### src/design/opmode_cfg.svh
// Timing counts, widths and limits of the operating-mode sequencer
`ifndef OPMODE_CFG_SVH
`define OPMODE_CFG_SVH

`define CLK_FREQ_HZ        125000000
`define STARTUP_BLINK_MS   3000
`define STARTUP_BLINK_CYC  ((`CLK_FREQ_HZ / 1000) * `STARTUP_BLINK_MS)
`define BLINK_HALF_CYC     25000000
`define NUM_BREAKPOINTS    3
`define MAX_STEP_BPS       2
`define PC_WIDTH           16

`endif

### src/design/opmode_pkg.sv
// Types shared by the operating-mode sequencer
package opmode_pkg;
    typedef enum logic [1:0] {
        MODE_STOP,
        MODE_STARTUP,
        MODE_RUN,
        MODE_HOLD
    } op_mode_t;
endpackage

### src/design/bp_if.sv
// Breakpoint match bundle between sequencer and comparator
`timescale 1ns/1ps
`include "opmode_cfg.svh"
interface bp_if;
    logic [`PC_WIDTH-1:0]        pc;
    logic [`NUM_BREAKPOINTS-1:0] bp_valid;
    logic [`PC_WIDTH*`NUM_BREAKPOINTS-1:0] bp_addr;
    logic                        hit;
    logic [1:0]                  num_defined;
    modport seq (output pc, output bp_valid, output bp_addr, input hit, input num_defined);
    modport cmp (input pc, input bp_valid, input bp_addr, output hit, output num_defined);
endinterface

### src/design/bp_match.sv
// Breakpoint comparator: hit detection and count of defined breakpoints
`timescale 1ns/1ps
`include "opmode_cfg.svh"
module bp_match (
    bp_if.cmp b    // Breakpoint bundle
);
    logic [`NUM_BREAKPOINTS-1:0] eq;
    genvar i;
    generate
        for (i = 0; i < `NUM_BREAKPOINTS; i++) begin : g_cmp
            assign eq[i] = b.bp_valid[i] && (b.bp_addr[i*`PC_WIDTH +: `PC_WIDTH] == b.pc);
        end
    endgenerate
    assign b.hit         = |eq;
    assign b.num_defined = 2'(b.bp_valid[0]) + 2'(b.bp_valid[1]) + 2'(b.bp_valid[2]);
endmodule // bp_match

### src/design/opmode_ctrl.sv
// Operating-mode sequencer: stop, start-up, run and breakpoint hold
// Function
// - The block is always in exactly one of stop, start-up, run or hold.
// - Entering stop halts execution but leaves timers, counters, flags and images untouched.
// - Stop asserts output inhibit, lights the stop lamp and darkens the run lamp once the start-up blink window has ended.
// - Going from stop to run invokes the start-up routine once with no time supervision.
// - During start-up outputs stay inhibited and the stop lamp is dark.
// - The run lamp blinks for at least 3 s from start-up begin, even if stop follows early.
// - When the start-up routine completes the block enters run.
// - Run executes the main cycle routine repeatedly, alarm sections may be inserted.
// - In run timers and counters are active and the process image refreshes each cycle.
// - Run releases output inhibit, darkens the stop lamp and lights the run lamp once the start-up blink window has ended.
// - Up to 3 breakpoints may be set and cleared by the programming device.
// - Reaching an active breakpoint in run enters hold and exposes the registers.
// - In hold the device honours single-step and resume requests.
// - Hold blinks the run lamp, lights the stop lamp, freezes timers and inhibits outputs.
// - Single stepping is refused when more than 2 breakpoints are defined.
`timescale 1ns/1ps
`include "opmode_cfg.svh"
module opmode_ctrl
    import opmode_pkg::*;
#(
    parameter int unsigned BLINK_HALF = `BLINK_HALF_CYC,   // Lamp half period in clocks
    parameter int unsigned WINDOW_CYC = `STARTUP_BLINK_CYC // Minimum start-up blink, clocks
) (
    input  wire logic                        clk,             // 125 MHz clock
    input  wire logic                        rst_n,           // Sync reset, active low
    input  wire logic                        run_req,         // Request run (level)
    input  wire logic                        stop_req,        // Request stop (level)
    input  wire logic                        startup_done,    // Start-up routine finished
    input  wire logic                        cycle_done,      // Main cycle finished
    input  wire logic                        error_evt,       // Fault during execution
    input  wire logic [`PC_WIDTH-1:0]        exec_pc,         // Current statement address
    input  wire logic                        bp_wr,           // Breakpoint write strobe
    input  wire logic [1:0]                  bp_idx,          // Breakpoint slot
    input  wire logic                        bp_set,          // 1 set, 0 clear
    input  wire logic [`PC_WIDTH-1:0]        bp_addr_in,      // Breakpoint address
    input  wire logic                        bp_clr_all,      // Delete all breakpoints
    input  wire logic                        step_req,        // Execute next statement
    input  wire logic                        resume_req,      // Resume to next breakpoint
    output opmode_pkg::op_mode_t             mode,            // Current mode
    output logic                             output_inhibit,  // Digital outputs disabled
    output logic                             run_indicator,   // Run lamp
    output logic                             stop_indicator,  // Stop lamp
    output logic                             startup_start,   // Start-up routine call pulse
    output logic                             main_cycle_start,// Main cycle call pulse
    output logic                             exec_enable,     // Program may advance
    output logic                             timers_active,   // Program timers running
    output logic                             image_refresh,   // Process image refresh pulse
    output logic                             regs_visible,    // Registers shown to device
    output logic                             step_refused     // Step denied pulse
);
    import opmode_pkg::*;

    // ****************************************
    // Breakpoint storage
    // ****************************************
    bp_if b ();
    bp_match bp_match_i (.b(b));

    logic [`NUM_BREAKPOINTS-1:0]            bpv_q;
    logic [`PC_WIDTH*`NUM_BREAKPOINTS-1:0]  bpa_q;

    // Clear-all wins over a slot write in the same cycle
    always_ff @(posedge clk) begin
        if (!rst_n || bp_clr_all) begin
            bpv_q <= '0;
        end else if (bp_wr && bp_idx < 2'(`NUM_BREAKPOINTS)) begin
            bpv_q[bp_idx] <= bp_set;
        end
    end

    always_ff @(posedge clk) begin
        if (!rst_n) begin
            bpa_q <= '0;
        end else if (bp_wr && bp_set && bp_idx < 2'(`NUM_BREAKPOINTS)) begin
            bpa_q[bp_idx*`PC_WIDTH +: `PC_WIDTH] <= bp_addr_in;
        end
    end

    assign b.pc       = exec_pc;
    assign b.bp_valid = bpv_q;
    assign b.bp_addr  = bpa_q;

    // ****************************************
    // Mode sequencer
    // ****************************************
    op_mode_t mode_q, mode_d;
    logic     step_q, step_d;
    logic     suppress_q, suppress_d;

    wire step_ok   = step_req && (b.num_defined <= 2'(`MAX_STEP_BPS));
    // Suppression stops a second halt at the address just resumed from
    wire bp_stop   = b.hit && !suppress_q;

    always_comb begin
        mode_d     = mode_q;
        step_d     = 1'b0;
        suppress_d = suppress_q && b.hit;
        case (mode_q)
            MODE_STOP: begin
                if (run_req && !stop_req) begin
                    mode_d = MODE_STARTUP;
                end
            end
            MODE_STARTUP: begin
                if (error_evt || stop_req) begin
                    mode_d = MODE_STOP;
                end else if (startup_done) begin
                    mode_d = MODE_RUN;
                end
            end
            MODE_RUN: begin
                if (error_evt || stop_req) begin
                    mode_d = MODE_STOP;
                end else if (step_q && !step_req) begin
                    mode_d     = MODE_HOLD;
                    suppress_d = b.hit;
                end else if (bp_stop) begin
                    mode_d     = MODE_HOLD;
                    suppress_d = 1'b1;
                end
            end
            MODE_HOLD: begin
                if (stop_req) begin
                    mode_d = MODE_STOP;
                end else if (resume_req) begin
                    mode_d = MODE_RUN;
                end else if (step_ok) begin
                    mode_d = MODE_RUN;
                    step_d = 1'b1;
                end
            end
            default: mode_d = MODE_STOP;
        endcase
    end

    // ****************************************
    // Sequencer state
    // ****************************************
    always_ff @(posedge clk) begin
        if (!rst_n) begin
            mode_q <= MODE_STOP;
        end else begin
            mode_q <= mode_d;
        end
    end

    // Marks the single cycle of run that one step is granted
    always_ff @(posedge clk) begin
        if (!rst_n) begin
            step_q <= 1'b0;
        end else begin
            step_q <= step_d;
        end
    end

    always_ff @(posedge clk) begin
        if (!rst_n) begin
            suppress_q <= 1'b0;
        end else begin
            suppress_q <= suppress_d;
        end
    end

    // ****************************************
    // Start-up blink window and blink divider
    // ****************************************
    // Minimum window is kept running even if stop arrives early
    logic [31:0] win_q;
    logic [31:0] div_q;
    logic        blink_q;
    wire         startup_entry = (mode_q == MODE_STOP) && (mode_d == MODE_STARTUP);
    wire         div_tick      = (div_q == 32'(BLINK_HALF - 1));

    always_ff @(posedge clk) begin
        if (!rst_n) begin
            win_q <= '0;
        end else if (startup_entry) begin
            win_q <= 32'(WINDOW_CYC);
        end else if (win_q != '0) begin
            win_q <= win_q - 32'h1;
        end
    end

    // Free-running divider: lamp phase is arbitrary, only the rate matters
    always_ff @(posedge clk) begin
        if (!rst_n) begin
            div_q <= '0;
        end else begin
            div_q <= div_tick ? 32'h0 : div_q + 32'h1;
        end
    end

    always_ff @(posedge clk) begin
        if (!rst_n) begin
            blink_q <= 1'b0;
        end else begin
            blink_q <= div_tick ? ~blink_q : blink_q;
        end
    end

    // ****************************************
    // Output decode
    // ****************************************
    wire in_run   = (mode_d == MODE_RUN);
    wire in_hold  = (mode_d == MODE_HOLD);
    wire in_stop  = (mode_d == MODE_STOP);
    wire in_start = (mode_d == MODE_STARTUP);
    wire blinking = in_start || in_hold || (win_q > 32'h1) || startup_entry;
    wire run_lamp = blinking ? blink_q : in_run;
    wire cyc_go   = in_run && ((mode_q != MODE_RUN) || cycle_done);
    wire refuse   = (mode_q == MODE_HOLD) && step_req && !step_ok
                    && !resume_req && !stop_req;

    // ****************************************
    // Output registers
    // ****************************************
    // Fed from mode_d so every output moves in the same cycle as mode
    always_ff @(posedge clk) begin
        if (!rst_n) begin
            mode <= MODE_STOP;
        end else begin
            mode <= mode_d;
        end
    end

    always_ff @(posedge clk) begin
        if (!rst_n) begin
            output_inhibit <= 1'b1;
        end else begin
            output_inhibit <= !in_run;
        end
    end

    always_ff @(posedge clk) begin
        if (!rst_n) begin
            run_indicator <= 1'b0;
        end else begin
            run_indicator <= run_lamp;
        end
    end

    always_ff @(posedge clk) begin
        if (!rst_n) begin
            stop_indicator <= 1'b1;
        end else begin
            stop_indicator <= in_stop || in_hold;
        end
    end

    always_ff @(posedge clk) begin
        if (!rst_n) begin
            startup_start <= 1'b0;
        end else begin
            startup_start <= startup_entry;
        end
    end

    always_ff @(posedge clk) begin
        if (!rst_n) begin
            main_cycle_start <= 1'b0;
        end else begin
            main_cycle_start <= cyc_go;
        end
    end

    always_ff @(posedge clk) begin
        if (!rst_n) begin
            exec_enable <= 1'b0;
        end else begin
            exec_enable <= in_run || in_start;
        end
    end

    always_ff @(posedge clk) begin
        if (!rst_n) begin
            timers_active <= 1'b0;
        end else begin
            timers_active <= in_run;
        end
    end

    always_ff @(posedge clk) begin
        if (!rst_n) begin
            image_refresh <= 1'b0;
        end else begin
            image_refresh <= cyc_go;
        end
    end

    always_ff @(posedge clk) begin
        if (!rst_n) begin
            regs_visible <= 1'b0;
        end else begin
            regs_visible <= in_hold;
        end
    end

    always_ff @(posedge clk) begin
        if (!rst_n) begin
            step_refused <= 1'b0;
        end else begin
            step_refused <= refuse;
        end
    end
endmodule // opmode_ctrl

### config.mk
export PLATFORM = sky130hd
export DESIGN_NAME = opmode_ctrl
export DESIGN_NICKNAME = d
export VERILOG_FILES = /design/src/design/opmode_pkg.sv /design/src/design/bp_if.sv /design/src/design/bp_match.sv /design/src/design/opmode_ctrl.sv
export VERILOG_INCLUDE_DIRS = /design/src /design/src/design
export SDC_FILE = /design/constraint.sdc
export NUM_CORES = 1
export LEC_CHECK = 0
export ABC_AREA = 0
export BUFFER_PORTS_ARGS = -buffer_cell sky130_fd_sc_hd__buf_4
export CORE_MARGIN = 2
export CORE_UTILIZATION = 40
export CTS_BUF_LIST = sky130_fd_sc_hd__clkbuf_4
export CTS_CLUSTER_SIZE = 24
export DETAILED_ROUTE_END_ITERATION = 7
export SLEW_MARGIN = 25
export SYNTH_ARGS = -nofsm -noshare
export SYNTH_HDL_FRONTEND = slang
export SYNTH_SLANG_ARGS = --single-unit
### constraint.sdc
create_clock -name clk -period 4.39 [get_ports clk]
set_clock_uncertainty 0.1 [all_clocks]
set_input_delay 0 -clock clk [delete_from_list [all_inputs] [get_ports clk]]
set_output_delay 0 -clock clk [all_outputs]
set_load 0.05 [all_outputs]
==> Flow_metrics.wiki <==
{| class="wikitable"
! Metric !! Value
|-
| Hold Crit Depth || 5
|-
| Power per cell area || between 300 and 400 nW/um^2
|-
| GR Util All Layers || 0.2027
|-
| Maximum clock frequency || 258.7 MHz
|-
| Final setup fails || 0
|-
| Switching power summed over all nets || 859.2 uW
|-
| Effective utilization at floorplan || 0.4093
|-
| Kind of start point of the critical path || flop
|-
| Worst hold start || run_req
|-
| First DRT Iteration DRCs || 355
|-
| Cell repeated most along the worst path || sky130_fd_sc_hd__or4_1
|-
| Total of cells resized after clock tree synthesis || 0
|-
| Area used by multi-input combinational logic || 3456 um^2
|-
| Result of the run || finished, final reports clean
|-
| Ratio of routed vias to standard cells || 5.368
|-
| Final Hold Violating Endpoints || 0
|-
| Number of flops mapped to enable cells by yosys || 0
|-
| Buf+Inv Stages, Crit Path || 0
|-
| Yosys top cell area share || 0.4166
|-
| Final sum of negative setup slack || 0 ns
|-
| Non-Filler Cell Area, Final || 7427 um^2
|-
| Worst-Margin Slew || 0.8380 ns
|-
| Sequential cell area in the final layout || 2582 um^2
|-
| Placed wire-length estimate || 11.29 mm
|-
| DR WL met2 || 7.631 mm
|-
| Layout fillers || 1446
|-
| Internal power || ~1800 uW
|-
| Minimum period implied by the final worst setup slack || 3.866 ns
|-
| Post-Synthesis Cell Area || just over 6000 um^2
|-
| Setup slack at placement || 0.5609 ns
|-
| P&R area growth vs syn || 19.82%
|-
| Stages on worst setup path || 9
|-
| Sequential fraction of the synthesis area || 0.4166
|-
| Net count after synthesis || 806
|-
| Top flip-flop cell by instance count after synthesis || sky130_fd_sc_hd__dfxtp_1
|-
| Dominant cell by count in the synthesized netlist || sky130_fd_sc_hd__dfxtp_1
|-
| Routability congestion estimate || 0.9167
|-
| Crit path max fanout || 20
|-
| Standard cell core area || between 15000 and 20000 um^2
|-
| Top cell types by occurrence after synthesis || 129 x sky130_fd_sc_hd__dfxtp_1, 79 x sky130_fd_sc_hd__nor2_1, 76 x sky130_fd_sc_hd__nand2_1
|-
| Clock tree root driver cell || sky130_fd_sc_hd__clkbuf_4
|-
| Synth Area per Inst || approximately 8.3 um^2
|-
| Async set-reset flop share out of synthesis || 0
|-
| Max Used Layer || met4
|-
| Post-synthesis xor/xnor area fraction || 0.1484
|-
| Top Family by Delay on Critical Path || simple AND/OR/NAND/NOR gates
|-
| Die Width || between 100 and 150 um
|-
| Number of instances in the synthesized netlist || 746
|-
| Post-route setup slack || roughly 0.52 ns
|-
| Fraction of the mapped netlist area in adder cells || 0.02947
|-
| Largest cells by area after synthesis || sky130_fd_sc_hd__dfxtp_1 42%, sky130_fd_sc_hd__xor2_1 8.1%, sky130_fd_sc_hd__xnor2_1 6.8%, sky130_fd_sc_hd__a21oi_1 5.7%, sky130_fd_sc_hd__nand3_1 5.7%
|-
| Relative contribution of the clock network to total power || 0.270
|-
| Period Utilization, post-route || 0.8805
|-
| Number of iterations in the first detailed-routing pass || 5
|-
| Port Buffers || 57
|-
| Number of DRC violations after detailed routing || 0
|-
| Clock net sink count || 129
|-
| CTS buffer count || 17
|-
| Portion of netlist area occupied by mux cells || 0
|-
| Setup repair bufs after CTS || 0
|-
| Fraction of power spent switching nets || 0.3229
|-
| Count of different cell masters after synthesis || 49
|-
| Fraction of the mapped netlist area in compound gates || 0.08740
|-
| WS Path Type || flop to flop
|-
| Die Outline Area || 16510 um^2
|-
| Simple-Gate Fraction of Synth Area || 0.2870
|-
| Fraction of final layout cells with drive strength greater than 1 || 0.1220
|-
| WL per Instance || 15.63 um
|-
| Max-cap violation count || 0
|-
| YS warnings || 0
|-
| Vias after detailed routing || 5545
|-
| Routed met1 length || 7.257 mm
|-
| Number of primary I/O pins || 58
|-
| Max_slew headroom || 0.4408
|-
| Final nets || ~900
|-
| Maximum number of pins on one net before global-route repair || 65
|-
| Clock-pin slew on the worst setup and hold paths || 0.11 ns
|-
| Main combinational cell family by area after synthesis || simple AND/OR/NAND/NOR gates
|-
| RSZ-0062 raised after global routing || no
|-
| Leak Pwr || approximately 0.0027 uW
|-
| Total wire length after detailed routing || ~16 mm
|-
| Proportion of power drawn by combinational gates || 0.235
|-
| Global-route wire length before repair || 26.22 mm
|-
| CTS HTree Levels || 4
|-
| WP data required || 4.67 ns
|-
| Sequential power share || 0.495
|-
| Placed cell area || 6787 um^2
|-
| Arrival time at the worst endpoint || 4.14 ns
|-
| Reg-to-reg startpoint || b.bp_addr[29]
|-
| Series of cell instances along the critical path || xor2_1, or4_1, or4_1, or2_1, a31oi_4, ha_1, or3b_1, nand2_1, a21oi_1
|-
| Cell with the largest stage delay on the worst path || sky130_fd_sc_hd__nand2_1
|-
| Antenna violations before repair || 1
|-
| Worst setup path startpoint || b.bp_addr[29]
|-
| Die Ht || 128.5 um
|-
| Max-slew violation total from the final report || 0
|-
| Worst-skew pair later-pin latency || 0.53 ns
|-
| Critical path endpoint category || flop
|-
| Total overflow reported by the global router || 0
|-
| Count of cells along the worst register-to-register path || 9
|-
| Cell type with the largest total area after synthesis || sky130_fd_sc_hd__dfxtp_1
|-
| Number of nets with antenna violations after detailed routing || 0
|-
| Peak supply drop || 0.1766 mV
|-
| Synthesized flop and latch total || 129
|-
| Vias in the first global route || ~5400
|-
| Number of cell rows || 45
|-
| Crit path largest cell delay || 0.66 ns
|-
| Met3 wire len || 827 um
|-
| Clock tree from TritonCTS || built
|-
| Worst hold path class || primary input to flop
|-
| Worst-case clock buffer depth || 2
|}
==> power by group through the flow <==
stage                     logic [uW]  registers (uW)  clock network [uW]
after floorplan                  426            1340                   0
after global placement           573            1340                   0
after detailed placement         600            1340                   0
after CTS                        624            1320                 744
after global routing             696            1330                 803
final                            625            1320                 718
==> worst reg2reg max path, cell delays in order, from the launching register on <==
cell and delay (ns):
sky130_fd_sc_hd__dfxtp_1 0.33, sky130_fd_sc_hd__xor2_1 0.17, sky130_fd_sc_hd__or4_1 0.52, sky130_fd_sc_hd__or4_1 0.53
sky130_fd_sc_hd__or2_1 0.28, sky130_fd_sc_hd__a31oi_4 0.22, sky130_fd_sc_hd__ha_1 0.16, sky130_fd_sc_hd__or3b_1 0.61
sky130_fd_sc_hd__nand2_1 0.66, sky130_fd_sc_hd__a21oi_1 0.13
==> state kept, by name, indices dropped and copies added, names as in the netlist, 2 cells and up <==
name and cells:
b.bp_addr 48, mode 2, b.bp_valid 3, win_q 32
div_q 32
==> cells in the final DEF, fill, tap and decap left out, drive strengths merged, types with 8 or more instances in the layout <==
cell	netlist	routed
dfxtp	129	129
nor2	79	79
clkbuf	30	23
ha	13	13
a21oi	71	71
nand3	71	71
nand4	18	18
xor2	57	57
nand2	77	77
nor4	27	27
inv	18	18
dlygate4sd3	0	40
o21ai	8	8
buf	2	59
nor3	22	22
xnor2	48	48
==> layer usage <==
| metal | global-route usage | up-vias |
|---|---|---|
| li1 | - | 2754 |
| met1 | 0.2459 | 2604 |
| met2 | 0.3436 | 154 |
| met3 | 0.05447 | 33 |
| met4 | 0.07822 | 0 |
| met5 | 0 | - |
==> repair_timing <==
item                                    CTS  global route
endpoints found under the hold margin    65             0
endpoints found under the setup margin    0             0
hold buffers                             40             0
==> cells by family after synthesis <==
| kind of cell | Yosys count |
|---|---|
| flip-flops | 129 |
| adder cells (fa/ha/maj) | 14 |
| XOR/XNOR | 105 |
| buffers and inverters | 50 |
| AND/OR/NAND/NOR | 353 |
| AO/OA/AOI/OAI | 95 |
==> area by class of cell <==
type | count | share of cell area
diodes | 1 | 0.0003369
clock buffers | 23 | 0.02325
clock inverters | 8 | 0.008760
well taps | 188 | 0.03167
multi-input cells | 567 | 0.4653
inverters | 18 | 0.009434
flip-flops and latches | 129 | 0.3477
repair buffers | 99 | 0.1135
==> final timing paths <==
path	end	slack [ns]
worst max-delay path	win_q[2]	0.52
worst min-delay path	mode[0]	0.07
worst max register to register	win_q[2]	0.52
worst min register to register	b.bp_addr[27]	0.37
==> through the flow <==
stage               hold slack (ns)  cells  utilization  power (uW)
global route                0.06541   1033       0.4904        2829
detailed placement           0.1262    961       0.4481        1944
global placement             0.1215    961       0.4468        1911
CTS                         0.01021   1032       0.4902        2685
finish                      0.07480   1033       0.4904        2661
floorplan                   0.02067    746            -        1764
(Power assumes the default switching activity.)
